## config.mk

```make
export PLATFORM = sky130hd
export DESIGN_NAME = sss_ctrl
export DESIGN_NICKNAME = d
export VERILOG_FILES = /design/src/sss_pkg.sv /design/src/sss_twi_if.sv /design/src/sss_twi_cond.sv /design/src/sss_ctrl.sv
export VERILOG_INCLUDE_DIRS = /design/src /design/src/src
export SDC_FILE = /design/constraint.sdc
export NUM_CORES = 1
export LEC_CHECK = 0
export BUFFER_PORTS_ARGS = -buffer_cell sky130_fd_sc_hd__buf_2
export CAP_MARGIN = 20
export CORE_MARGIN = 8
export CORE_UTILIZATION = 32
export CTS_CLUSTER_DIAMETER = 40
export DETAILED_ROUTE_END_ITERATION = 10
export PLACE_DENSITY_LB_ADDON = 0.25
export SETUP_SLACK_MARGIN = 0.15
export SYNTH_ARGS = -nofsm -noshare
export SYNTH_HDL_FRONTEND = slang
export SYNTH_SLANG_ARGS = --single-unit
```

## constraint.sdc

```tcl
create_clock -name ref_clk -period 1.7 [get_ports ref_clk]
set_input_delay 0.34 -clock ref_clk [delete_from_list [all_inputs] [get_ports ref_clk]]
set_output_delay 0.34 -clock ref_clk [all_outputs]
set_load 0.1 [all_outputs]
```

## src/sss_cfg.svh

```systemverilog
// timing counts and bus constants for the standby control block
`ifndef SSS_CFG_SVH
`define SSS_CFG_SVH
// internal initialisation length, in reference clock input cycles
`define SSS_INIT_REFCLKS 2400
`define SSS_INIT_CNT_W 12
// seven-bit slave address of this device (plain default)
`define SSS_TWI_ADDR 7'h10
// host side power-down spacings, in microseconds, then block clock rate and the same spacings in block clock cycles
`define SSS_T_CLKOFF_US 100
`define SSS_T_SUPPLY_US 200
`define SSS_CLK_MHZ 40
`define SSS_T_CLKOFF_CYC (`SSS_T_CLKOFF_US * `SSS_CLK_MHZ)
`define SSS_T_SUPPLY_CYC (`SSS_T_SUPPLY_US * `SSS_CLK_MHZ)
`endif

```

## src/sss_pkg.sv

```systemverilog
// types shared by the standby control block
`default_nettype none
package sss_pkg;
    typedef enum logic [1:0] {SSS_HARD, SSS_SOFT, SSS_STREAM} sss_state_e;
    typedef enum logic [2:0] {TW_IDLE, TW_ADDR, TW_ACK, TW_DATA, TW_SKIP} sss_twi_e;
endpackage : sss_pkg
`default_nettype wire

```

## src/sss_twi_if.sv

```systemverilog
// bus condition signals passed from the two-wire front end
`timescale 1ns/1ps
`default_nettype none
interface sss_twi_if;
    logic bus_idle;
    logic start_p;
    logic stop_p;
    logic addr_hit;
    modport cond (output bus_idle, start_p, stop_p, addr_hit);
    modport user (input  bus_idle, start_p, stop_p, addr_hit);
endinterface : sss_twi_if
`default_nettype wire

```

## src/sss_twi_cond.sv

```systemverilog
// two-wire bus front end: conditions, byte framing and acknowledge
`timescale 1ns/1ps
`default_nettype none
`include "sss_cfg.svh"
module sss_twi_cond
    import sss_pkg::*;
(
    input  wire logic ref_clk,   // block clock
    input  wire logic rst,       // sync reset, high
    input  wire logic scl_in,    // serial clock pin
    input  wire logic sda_in,    // serial data pin
    output var  logic sda_out,   // serial data drive level
    output var  logic sda_oe_n,  // low while driving
    sss_twi_if.cond   tw         // conditions to the core
);
    logic     scl_s1, scl_s2, scl_d, sda_s1, sda_s2, sda_d;
    logic     scl_rise, scl_fall, start_c, stop_c;
    sss_twi_e ph_r;
    logic [2:0] bit_r;
    logic [7:0] sh_r;
    logic       ack_r;
    logic       rd_r;    // direction bit of the last address byte

    // two-stage synchronisers, then one more stage for edges
    always_ff @(posedge ref_clk) begin
        scl_s1 <= scl_in;
        scl_s2 <= scl_s1;
        sda_s1 <= sda_in;
        sda_s2 <= sda_s1;
        scl_d  <= scl_s2;
        sda_d  <= sda_s2;
    end

    // start: data falls with clock high; stop: data rises
    assign start_c  = scl_s2 & scl_d & sda_d & ~sda_s2;  // [RULE14]
    assign stop_c   = scl_s2 & scl_d & ~sda_d & sda_s2;  // [RULE15]
    assign scl_rise = scl_s2 & ~scl_d;
    assign scl_fall = ~scl_s2 & scl_d;

    // condition flags, registered
    always_ff @(posedge ref_clk) begin
        if (rst) begin
            tw.bus_idle <= 1'b0;
            tw.start_p  <= 1'b0;
            tw.stop_p   <= 1'b0;
        end else begin
            tw.bus_idle <= scl_s2 & sda_s2;  // [RULE13]
            tw.start_p  <= start_c;
            tw.stop_p   <= stop_c;
        end
    end

    // framing: start or restart, address byte, ack, message bytes, stop
    always_ff @(posedge ref_clk) begin
        if (rst) begin
            ph_r        <= TW_IDLE;
            bit_r       <= 3'h0;
            sh_r        <= 8'h00;
            rd_r        <= 1'b0;
            tw.addr_hit <= 1'b0;
        end else if (start_c) begin  // [RULE14] restart allowed anywhere
            ph_r        <= TW_ADDR;
            bit_r       <= 3'h0;
            tw.addr_hit <= 1'b0;
        end else if (stop_c) begin  // [RULE15]
            ph_r        <= TW_IDLE;
            tw.addr_hit <= 1'b0;
        end else if (scl_rise && (ph_r == TW_ADDR || ph_r == TW_DATA)) begin
            sh_r  <= {sh_r[6:0], sda_s2};
            bit_r <= bit_r + 3'h1;
            if (bit_r == 3'h7) begin  // [RULE16]
                if (ph_r == TW_ADDR) begin
                    tw.addr_hit <= (sh_r[6:0] == `SSS_TWI_ADDR);
                    ph_r <= (sh_r[6:0] == `SSS_TWI_ADDR) ? TW_ACK : TW_SKIP;
                    rd_r <= sda_s2;  // kept apart so data bits never look like a read
                end else begin
                    ph_r <= TW_ACK;
                end
            end
        end else if (scl_fall && ph_r == TW_ACK && !ack_r) begin
            ph_r <= ph_r;
        end else if (scl_fall && ph_r == TW_ACK && ack_r) begin
            // reads get no data from here; writes keep being acknowledged
            ph_r <= rd_r ? TW_SKIP : TW_DATA;
        end
    end

    // acknowledge slot: drive data low from one clock fall to the next
    always_ff @(posedge ref_clk) begin
        if (rst || start_c || stop_c) begin
            ack_r    <= 1'b0;
            sda_oe_n <= 1'b1;
        end else if (scl_fall && ph_r == TW_ACK) begin
            ack_r    <= ~ack_r;
            sda_oe_n <= ack_r;  // [RULE16]
        end
    end

    // only the data line is ever driven, and only low
    always_ff @(posedge ref_clk) begin
        sda_out <= 1'b0;  // [RULE12]
    end
endmodule : sss_twi_cond
`default_nettype wire

```

## src/sss_ctrl.sv

```systemverilog
// operating state control: hard standby, soft standby, streaming
`timescale 1ns/1ps
`default_nettype none
`include "sss_cfg.svh"
// Functional notes
// [RULE1] exactly one of three operating states
// [RULE2] stream off finishes row or frame first
// [RULE3] soft standby keeps settings, stops output
// [RULE4] init trigger starts initialisation from soft standby
// [RULE5] initialisation lasts 2400 reference clocks, returns
// [RULE6] shutdown low gives hard standby, defaults
// [RULE7] stay hard standby while shutdown low
// [RULE8] host stops streaming before asserting shutdown
// [RULE9] host stops reference clock 100 us earlier
// [RULE10] host removes supplies in order, 200 us
// [RULE11] host raises I/O supply first
// [RULE12] bus slave only, clock never driven
// [RULE13] bus idle when both lines high
// [RULE14] start is data falling, clock high
// [RULE15] stop is data rising, clock high
// [RULE16] transaction framing: start, address, ack, bytes, stop
// [RULE17] shutdown stops output, restores defaults at once
// [RULE18] trigger self-clears; stream bit starts streaming
// [RULE19] writes during initialisation deferred, kept in order
module sss_ctrl
    import sss_pkg::*;
#(
    parameter int INIT_REFCLKS = `SSS_INIT_REFCLKS  // init length
) (
    input  wire logic       ref_clk,        // 40 MHz block clock
    input  wire logic       rst,            // sync reset, high
    input  wire logic       hard_standby_n, // shutdown pin, low
    input  wire logic       ref_clock_in,   // reference clock pin
    input  wire logic       scl_in,         // bus clock pin
    input  wire logic       sda_in,         // bus data pin
    output var  logic       sda_out,        // bus data level
    output var  logic       sda_oe_n,       // bus data enable, low
    input  wire logic       stream_wr,      // stream bit write pulse
    input  wire logic       stream_val,     // value written
    input  wire logic       init_wr,        // init trigger write
    input  wire logic       frame_mode,     // stop at frame end
    input  wire logic       row_end,        // row boundary pulse
    input  wire logic       frame_end,      // frame boundary pulse
    output var  logic [1:0] sys_state,      // operating state
    output var  logic       pix_out_en,     // pixel output running
    output var  logic       stream_en,      // stream bit readback
    output var  logic       init_busy,      // initialisation running
    output var  logic       bus_idle        // bus idle flag
);
    localparam int CW = `SSS_INIT_CNT_W;
    localparam logic [CW-1:0] INIT_LAST = CW'(INIT_REFCLKS - 1);

    sss_twi_if tw ();

    sss_state_e    state_r;
    logic          hs_s1, hs_s2;
    logic          rc_s1, rc_s2, rc_d;
    logic          rc_rise, dev_rst, boundary, init_done;
    logic          stream_r, init_r;
    logic [CW-1:0] cnt_r;
    logic          pend_str_r, pend_val_r, pend_init_r, init_first_r;
    logic          apply_str, apply_init, apply_val;

    // bus front end; held in reset with the rest of the device
    sss_twi_cond u_twi (
        .ref_clk  (ref_clk),
        .rst      (dev_rst),
        .scl_in   (scl_in),
        .sda_in   (sda_in),
        .sda_out  (sda_out),
        .sda_oe_n (sda_oe_n),
        .tw       (tw.cond)
    );

    // pins from outside pass two flops before use
    always_ff @(posedge ref_clk) begin
        hs_s1 <= hard_standby_n;
        hs_s2 <= hs_s1;
        rc_s1 <= ref_clock_in;
        rc_s2 <= rc_s1;
        rc_d  <= rc_s2;
    end

    // shutdown acts as a reset of all device state
    assign dev_rst = rst | ~hs_s2;  // [RULE17] [RULE6]
    assign rc_rise = rc_s2 & ~rc_d;

    // row or frame end, as configured
    assign boundary = frame_mode ? frame_end : row_end;  // [RULE2]

    // last reference edge of initialisation
    assign init_done = init_r & rc_rise & (cnt_r == INIT_LAST);  // [RULE5]

    // pick which deferred or direct write takes effect this cycle
    always_comb begin
        apply_str  = 1'b0;
        apply_init = 1'b0;
        apply_val  = stream_val;
        if (init_r) begin
            apply_str  = 1'b0;  // [RULE19] held while busy
            apply_init = 1'b0;
        end else if (pend_init_r && (init_first_r || !pend_str_r)) begin
            apply_init = 1'b1;  // [RULE19] older write first
        end else if (pend_str_r) begin
            apply_str = 1'b1;
            apply_val = pend_val_r;
        end else begin
            apply_str  = stream_wr;
            apply_init = init_wr;
        end
    end

    // deferred writes; a write landing in the completion cycle waits too
    always_ff @(posedge ref_clk) begin
        if (dev_rst) begin
            pend_str_r   <= 1'b0;
            pend_val_r   <= 1'b0;
            pend_init_r  <= 1'b0;
            init_first_r <= 1'b0;
        end else begin
            if (apply_str && !init_r)
                pend_str_r <= 1'b0;
            if (apply_init && !init_r)
                pend_init_r <= 1'b0;
            if (stream_wr && (init_r || pend_str_r || pend_init_r)) begin
                pend_str_r <= 1'b1;  // [RULE19] newest value wins
                pend_val_r <= stream_val;
                if (!pend_init_r)
                    init_first_r <= 1'b0;
            end
            if (init_wr && (init_r || pend_str_r || pend_init_r)) begin
                pend_init_r <= 1'b1;  // [RULE19]
                if (!pend_str_r && !pend_init_r)
                    init_first_r <= 1'b1;
            end
        end
    end

    // stream-enable bit; kept through soft standby
    always_ff @(posedge ref_clk) begin
        if (dev_rst)
            stream_r <= 1'b0;  // [RULE6] default
        else if (apply_str)
            stream_r <= apply_val;  // [RULE3] only writes change it
    end

    // initialisation trigger, accepted only in soft standby
    always_ff @(posedge ref_clk) begin
        if (dev_rst)
            init_r <= 1'b0;
        else if (init_done)
            init_r <= 1'b0;  // [RULE18] self-clearing
        else if (apply_init && state_r == SSS_SOFT)
            init_r <= 1'b1;  // [RULE4]
    end

    // count reference clock edges; the pin clock may stop, so no timeout
    always_ff @(posedge ref_clk) begin
        if (dev_rst || !init_r)
            cnt_r <= '0;
        else if (rc_rise)
            cnt_r <= cnt_r + CW'(1);  // [RULE5]
    end

    // operating state machine
    always_ff @(posedge ref_clk) begin
        if (dev_rst) begin
            state_r <= SSS_HARD;  // [RULE7] held while pin low
        end else begin
            case (state_r)
                SSS_HARD:
                    state_r <= SSS_SOFT;  // [RULE1] reset released
                SSS_SOFT: begin
                    if (stream_r && !init_r)
                        state_r <= SSS_STREAM;  // [RULE18]
                end
                SSS_STREAM: begin
                    if (!stream_r && boundary)
                        state_r <= SSS_SOFT;  // [RULE2]
                end
                default:
                    state_r <= SSS_HARD;
            endcase
        end
    end

    // outputs, each from a flop; output stops at once on shutdown
    always_ff @(posedge ref_clk) begin
        if (dev_rst) begin
            pix_out_en <= 1'b0;  // [RULE17]
            sys_state  <= 2'h0;
            stream_en  <= 1'b0;
            init_busy  <= 1'b0;
            bus_idle   <= 1'b0;
        end else begin
            pix_out_en <= (state_r == SSS_STREAM);  // [RULE3]
            sys_state  <= state_r;
            stream_en  <= stream_r;
            init_busy  <= init_r;
            bus_idle   <= tw.bus_idle;
        end
    end

    // helper: reference edges seen since initialisation began
    logic [CW-1:0] chk_cnt;
    always_ff @(posedge ref_clk) begin
        if (dev_rst || (!init_r))
            chk_cnt <= '0;
        else if (rc_rise)
            chk_cnt <= chk_cnt + CW'(1);
    end
endmodule : sss_ctrl
`default_nettype wire

```

==> qor.txt, run 1 <==
Max clock buf depth -> 2
GRT overflow -> 0
Syn_area_per_cell -> 9.59 um2
M2 GR Usage -> 0.148
Number of synthesized flops with an enable pin -> 0
Global-route wire length before repair -> 7170 um
DIE HEIGHT -> 98.1 um
Crit path kind -> reg2out
Worst path arrival time -> 1060 ps
Antenna diodes -> 0
Share of cells above drive strength 1 -> 0.173
Sequential element share of the synthesized area -> 0.501
Commonest non-fill, non-tap cell in the layout -> dfxtp_1
Syn-to-layout area delta -> 13.4%
Die Area -> 0.00963 mm2
DP Wirelength -> 2730 um
Crit start category -> flip-flop
Final hold viol count -> 0
Area leader, netlist -> dfxtp_1
TritonRoute pass-1 iters -> 4
Pins Over Slew Limit -> 0
Worst-path maximum fanout -> 2
DIE WIDTH -> 98.1 um
Achievable frequency -> 712 MHz
Final net count -> 262
Synth top area share -> 0.501
RSZ-0062 raised after global routing -> no
Drt via density -> 4.74
Clk sink count -> 54
Routed wire per std cell -> 11.8 um
Leakage -> 0.889 nW
CTS buffer count -> 5
GRT busiest layer -> met2
Number of max-cap violations -> 0
Synth area leaders -> dfxtp_1 50%, nand2_1 4.9%, nor2_1 3.8%
CTS tree -> yes
PD cells -> 870 mW/mm2
Synth cell types -> 47
Num rows -> 30
Maximum vdd ir drop -> 0.357 mV
Antenna violations before repair -> 0
Hold bufs inserted after CTS -> 0
DRT iter0 DRCs -> 92
Crit path buf inv count -> 1
Root Buffer -> clkbuf_8
Starting Density -> 0.325
Status -> finished, final reports clean
CP max stage cell -> buf_2
Number of placed I/O pins -> 20
Critical Path End Type -> primary output
Min Clock Period, post-route -> 1400 ps
Clock skew -> 9.66 ps
Vias in the first global route -> 1597
Crit-path leading delay family -> buffers and inverters
Post-synth ARST share -> 0
Cell Chain, Critical Path -> buf_2
Netlist Area Pre-Place -> 0.00216 mm2
Floorplan core area -> 0.00664 mm2
Total GRT Usage -> 0.0893
Ys Warns -> 0
DRC Markers -> 0
Ys flop type -> dfxtp_1
Setup TNS -> 0 ps
Setup bufs post-CTS -> 0
M1 GR Usage -> 0.103
Syn nets -> 240
Tcrit/Tclk final -> 0.826
WP data required -> 1360 ps
Largest net degree at the start of global routing -> 19
Commonest non-fill, non-tap cells in the layout -> 53 x dfxtp_1, 28 x nand2_1, 22 x nor2_1
CTS resizes -> 0
Final ANT Viol Nets -> 0
Clk_lat worst skew -> 310 ps
H-tree depth -> 2
GP Congestion -> 0.717
Final setup violation count -> 0
GR Layer Usage met3 -> 0.0306
Cells after Synth -> 225
Largest stage delay on the critical path -> 420 ps
Port buffer count -> 18
Pwr Total -> 2.13 mW
Clock-pin slew of the registers on the worst-case setup and hold paths -> 100 ps
Min-delay worst type -> in2reg
Synth Register Bits -> 54
Vias -> 1554
Detailed Route WL -> 3870 um
[synthesized netlist by cell type (3+ instances only)]
cell type,count
nand2b_1,3
ha_1,3
buf_4,3
o21ai_0,7
xor2_1,8
nand3_1,3
clkbuf_1,3
and2_1,6
dfxtp_1,54
nand2_1,28
nor4b_1,3
inv_1,6
nor2_1,22
mux2i_1,5
xnor2_1,6
nand4_1,4
a21oi_1,16
nor3_1,5
nor2b_1,5
[worst register-to-register path, delay by kind of cell (launching register included)]
family | cells | cell delay (ps)
flip-flops | 1 | 360
adder cells (fa/ha/maj) | 2 | 330
AND/OR/NAND/NOR | 1 | 300
AO/OA/AOI/OAI | 2 | 190
buffers and inverters | 1 | 80
[stage by stage]
stage	utilization	cells	hold WS, ps	cell area [um2]	worst slack (ps)
after floorplan	-	225	310	2160	419
after global placement	0.352	320	311	2340	312
after detailed placement	0.352	320	313	2340	324
after CTS	0.366	328	114	2430	273
after global routing	0.368	328	103	2450	204
final	0.368	328	128	2450	296
[cells by family (layout without fill, tap and decap cells)]
family | count (synthesis) | in the layout | share of synthesized area
buf+inv | 15 | 38 | 0.0319
flops | 54 | 54 | 0.501
simple gates | 96 | 96 | 0.253
mux | 5 | 5 | 0.0232
compound gates | 37 | 37 | 0.115
fa+ha+maj | 3 | 3 | 0.0174
xor+xnor | 14 | 14 | 0.0568
other cells | 1 | 1 | 0.00174
[layout make-up]
| class | instances | area, um2 |
|---|---|---|
| clock inverters | 3 | 23.8 |
| flip-flops and latches | 54 | 1080 |
| well taps | 80 | 100 |
| multi-input cells | 156 | 1020 |
| inverters | 8 | 30.0 |
| repair buffers | 22 | 120 |
| clock buffers | 5 | 68.8 |
| fillers | 658 | 4200 |
[flip-flops by register name, indices dropped and copies added, names as in the netlist, 2 cells and up]
signal and count:
u_twi.sh_r 7, u_twi.bit_r 3, state_r 2, sys_state 2
u_twi.ph_r 3, cnt_r 12
[layer usage]
| metal | vias to the layer above | routed length, um |
|---|---|---|
| li1 | 819 | - |
| met1 | 709 | 1860 |
| met2 | 20 | 1770 |
| met3 | 6 | 176 |
| met4 | 0 | 62 |
| met5 | - | 0 |
[power by group]
group	switching, mW	total [mW]	internal [mW]
combinational	0.0571	0.0945	0.0375
clock	0.434	0.729	0.295
sequential	0.0202	1.30	1.28
total	0.511	2.13	1.62
[final timing paths]
kind / start / to / slack (ps) / cells past startpoint
setup / recovery: u_twi.sda_oe_n / sda_oe_n / 300 / 1
hold / removal: hard_standby_n / hs_s1 / 130 / 1
setup reg to reg: u_twi.bit_r[0] / u_twi.ph_r[0] / 330 / 6
hold reg to reg: u_twi.scl_s1 / u_twi.scl_s2 / 330 / 0
Note: power is estimated with default switching activity, not from simulation.
==> run 2: changes to the inputs <==
ABC_AREA = 1   (was default)
clock period = 1.2 ns   (was 1.7 ns; I/O delays follow)
==> qor.txt, run 2 <==
Worst-path maximum fanout -> 5
Status -> complete, but fails checks
DIE WIDTH -> 99.0 um
Cell Chain, Critical Path -> inv_2 -> nand2_2 -> nor2_4 -> nand2_4 -> buf_4 -> o21ai_2 -> a21oi_1
PD cells -> 954 mW/mm2
Crit path kind -> reg2reg
Final ANT Viol Nets -> 0
Synth cell types -> 30
H-tree depth -> 2
Drt via density -> 4.67
Final setup violation count -> 1
Ys flop type -> dfxtp_1
Max clock buf depth -> 2
CP max stage cell -> dfxtp_2
Clock-pin slew of the registers on the worst-case setup and hold paths -> 90 ps
CTS buffer count -> 5
Antenna violations before repair -> 0
Port buffer count -> 18
Mux cell area share after synthesis -> 0
Starting Density -> 0.328
Maximum vdd ir drop -> 0.647 mV
Pins Over Slew Limit -> 0
Min-delay worst type -> in2reg
Synth area leaders -> dfxtp_1 49%, nand2_1 9.2%, a21oi_1 6.6%
Post-Route Utilization -> 0.489
Largest net degree at the start of global routing -> 16
Ys Warns -> 0
DP Wirelength -> 3290 um
Most instantiated cells after synthesis -> 54 x dfxtp_1, 54 x nand2_1, 37 x inv_1, 37 x nor2_1, 29 x a21oi_1
Place WS -> -100 ps
Post-synthesis adder-cell area fraction -> 0.0170
DRT iter0 DRCs -> 51
DRC Markers -> 0
GRT overflow -> 0
WP data required -> 1400 ps
Post-synth ARST share -> 0
Clock Power Share -> 0.336
Commonest non-fill, non-tap cell in the layout -> nand2_1
Comb power frac -> 0.079
Number of synthesized flops with an enable pin -> 0
Tcrit/Tclk final -> 1.02
Worst path arrival time -> 1430 ps
Sequential element share of the synthesized area -> 0.490
Synth top area share -> 0.490
Biggest regs -> cnt_r: 12 flops, u_twi.sh_r: 7 flops
Clk sink count -> 54
GP Congestion -> 0.746
Die Area -> 0.00981 mm2
RSZ-0062 raised after global routing -> yes
Detailed Route WL -> 5050 um
Worst setup margin -> -26.1 ps
Num rows -> 30
CTS tree -> yes
Achievable frequency -> 816 MHz
Clk_lat worst skew -> 310 ps
Share of cells above drive strength 1 -> 0.499
Failing checks -> setup timing
Synth Area in Simple Gates -> 0.287
Final hold viol count -> 0
Pwr Total -> 3.13 mW
Antenna diodes -> 0
Min Clock Period, post-route -> 1230 ps
Netlist Area Pre-Place -> 0.00221 mm2
Largest stage delay on the critical path -> 350 ps
Crit-path leading delay family -> simple AND/OR/NAND/NOR gates
Total GRT Usage -> 0.100
Crit start category -> flip-flop
Int Power -> 2.39 mW
Sw Share -> 0.238
Fillers -> 625
Clock skew -> 10.4 ps
Crit path buf inv count -> 2
Leakage -> 1.33 nW
Xor and xnor fraction of the mapped netlist area -> 0.00397
Number of max-cap violations -> 0
Global-route wire length before repair -> 8050 um
Number of placed I/O pins -> 20
Seq pwr share -> 0.585
Critical Path End Type -> flip-flop
Syn-to-layout area delta -> 48.9%
Floorplan core area -> 0.00672 mm2
TritonRoute pass-1 iters -> 4
Syn nets -> 299
Max FFs per register -> 12
Final hold slack -> 28.8 ps
Routed wire per std cell -> 11.9 um
Biggest register -> cnt_r
Vias -> 1983
DIE HEIGHT -> 99.0 um
Commonest non-fill, non-tap cells in the layout -> 43 x nand2_1, 29 x nor2_1, 27 x dfxtp_1
Root Buffer -> clkbuf_8
Vias in the first global route -> 1828
Largest family of logic cells by synthesized area -> simple AND/OR/NAND/NOR gates
Synth Register Bits -> 54
Cells after Synth -> 284
Complex-gate fraction of the synthesized area -> 0.121
Final net count -> 359
Syn_area_per_cell -> 7.77 um2
Area leader, netlist -> dfxtp_1
P_sw -> 745 uW
run 2: cell count changes after synthesis, moves of 7 or more:
cell / before / now
a21oi_1: 16 / 29
inv_1: 6 / 37
nand2_1: 28 / 54
nor2_1: 22 / 37
o21ai_0: 7 / 18
xor2_1: 8 / 1
run 2: area by class of cell:
type	instances	area, um2	area share
clock buffer	7	86.3	0.0263
clock inverter	1	5.00	0.00152
inverter	39	159	0.0484
multi-input combinational	187	1230	0.375
sequential	54	1120	0.342
tap	80	100	0.0305
timing repair buffer	57	577	0.176
run 2: path summary, 6_finish.rpt:
check,start,end,slack [ps],cells after the start
worst min register to register,rc_s1,rc_s2,330,0
worst max-delay path,u_twi.scl_d,u_twi.rd_r,-30,7
worst min-delay path,scl_in,u_twi.scl_s1,30,1
worst max register to register,u_twi.scl_d,u_twi.rd_r,-30,7
run 2: kinds of logic after synthesis:
| kind of cell | Yosys count |
|---|---|
| simple gates | 131 |
| compound gates | 51 |
| buf+inv | 43 |
| flops | 54 |
| other cells | 1 |
| fa+ha+maj | 3 |
| xor+xnor | 1 |
run 2: metrics by stage:
stage	cell area, um2	cells	setup TNS [ps]
global placement	2680	398	-184
floorplan	2260	284	0
detailed placement	2680	398	-244
CTS	2980	415	0
finish	3280	425	-26.1
global route	3280	425	-432
run 2: power groups by stage:
stage | Combinational [mW] | Sequential, mW | Clock, mW
after floorplan | 0.0915 | 1.89 | 0
after global placement | 0.177 | 1.88 | 0
after detailed placement | 0.178 | 1.88 | 0
after CTS | 0.206 | 1.84 | 1.09
after global routing | 0.266 | 1.84 | 1.18
final | 0.248 | 1.83 | 1.05
run 2: what timing repair did:
action,4_1_cts,5_1_grt
pin swaps,29,28
gates cloned,0,1
hold buffers,0,0
gates resized for setup,52,73
endpoints found under the setup margin,41,42
buffers inserted,9,9
run 2: routing by layer:
layer / part of all wire / track usage / wire [um] / up-vias
met3: 0.048 / 0.0324 / 243 / 6
met1: 0.44 / 0.119 / 2240 / 919
met2: 0.49 / 0.159 / 2480 / 29
met4: 0.017 / 0.0472 / 84 / 0
met5: 0 / 0 / 0 / -
li1: - / - / - / 1029
==> run 3: changes to the inputs <==
SYNTH_HIERARCHICAL = 1   (was default)
==> qor.txt, run 3 <==
Status -> finished, final reports clean
Drt via density -> 4.48
Final hold slack -> 17.8 ps
Pins Over Slew Limit -> 0
Clock skew -> 11.7 ps
Hold bufs inserted after CTS -> 0
Clock-pin slew of the registers on the worst-case setup and hold paths -> 110 ps
Syn nets -> 313
Placed Area -> 0.00269 mm2
Commonest non-fill, non-tap cells in the layout -> 56 x nand2_1, 35 x inv_1, 32 x nor2_1
CTS buffer count -> 5
TritonRoute pass-1 iters -> 4
Max clock buf depth -> 2
Syn-to-layout area delta -> 41.6%
DRC Markers -> 0
Vias in the first global route -> 1799
Global-route wire length before repair -> 7820 um
CTS tree -> yes
Worst path arrival time -> 1370 ps
Cells after Synth -> 298
Worst-path maximum fanout -> 6
Largest net degree at the start of global routing -> 19
Pwr Total -> 3.34 mW
Critical Path End Type -> flip-flop
Clk sink count -> 54
Num rows -> 30
Crit path kind -> reg2reg
GRT overflow -> 0
Design area -> 0.00317 mm2
Final ANT Viol Nets -> 0
Biggest regs -> cnt_r: 12 flops, u_twi/sh_r: 7 flops
Detailed Route WL -> 4770 um
DRT iter0 DRCs -> 114
Number of placed I/O pins -> 20
Netlist Area Pre-Place -> 0.00224 mm2
DP Wirelength -> 3210 um
Min Clock Period, post-route -> 1160 ps
Routed wire per std cell -> 10.8 um
Total GRT Usage -> 0.0955
Antenna diodes -> 0
GP Congestion -> 0.819
Max FFs per register -> 12
Antenna violations before repair -> 0
Final net count -> 360
Port buffer count -> 18
Ys Warns -> 6
Share of cells above drive strength 1 -> 0.402
Maximum vdd ir drop -> 0.688 mV
Min-delay src -> sda_in
Die Area -> 0.00993 mm2
Achievable frequency -> 858 MHz
WP data required -> 1410 ps
Root Buffer -> clkbuf_8
Crit path launch -> u_twi/scl_s2
Crit start category -> flip-flop
Setup TNS -> 0 ps
Clk_lat worst skew -> 310 ps
DIE HEIGHT -> 99.6 um
Final hold viol count -> 0
RSZ-0062 raised after global routing -> yes
Syn_area_per_cell -> 7.51 um2
Number of max-cap violations -> 0
Tcrit/Tclk final -> 0.971
Min-delay worst type -> in2reg
H-tree depth -> 2
Leakage -> 1.25 nW
Commonest non-fill, non-tap cell in the layout -> nand2_1
RR Startpoint -> u_twi/scl_s2
Starting Density -> 0.329
Floorplan core area -> 0.00679 mm2
Biggest register -> cnt_r
DIE WIDTH -> 99.6 um
PD cells -> 1050 mW/mm2
Vias -> 1978
Final setup violation count -> 0
==> run 3: final cells by class <==
class,count,area (um2)
clock buffer,5,68.8
sequential,54,1130
multi-input combinational,195,1190
timing repair buffer,44,424
inverter,45,186
clock inverter,3,47.5
fill,655,3620
tap,96,120
==> run 3: stage by stage <==
stage,util,std cells,setup slack (ps)
6_report,0.467,442,35.1
5_1_grt,0.467,442,-18.9
4_1_cts,0.437,438,72.9
3_5_place_dp,0.396,419,-15.8
3_3_place_gp,0.396,419,20.5
2_1_floorplan,-,298,58.8
==> run 3: critical path, cell delays in order, from the launching register on <==
cell and delay, ps:
dfxtp_4 400, nor2_4 90, nand4_1 210, nand3_1 140, nand2_1 60, nor2_1 110
nor2_1 50
==> run 3: power by group <==
group	internal (mW)	total, mW	switching, mW
sequential	1.81	1.84	0.0292
clock	0.633	1.26	0.629
combinational	0.0978	0.236	0.138
total	2.54	3.34	0.796
==> run 3: what timing repair did <==
item,CTS,global route
pin swaps,19,24
setup endpoints to repair,37,43
setup buffers,11,4
resized for setup,31,54
==> run 3: per-layer routing <==
layer / global-route usage / vias up / part of all wire
li1: - / 1035 / -
met5: 0 / - / 0
met3: 0.0258 / 6 / 0.037
met1: 0.121 / 899 / 0.51
met4: 0.0407 / 0 / 0.013
met2: 0.148 / 38 / 0.44
==> run 3: worst paths after layout <==
| check | to | slack, ps | cells after the start |
|---|---|---|---|
| max | u_twi/ph_r[0] | 40 | 6 |
| min | u_twi/sda_s1 | 20 | 1 |
| max reg2reg | u_twi/ph_r[0] | 40 | 6 |
| min reg2reg | hs_s2 | 330 | 0 |
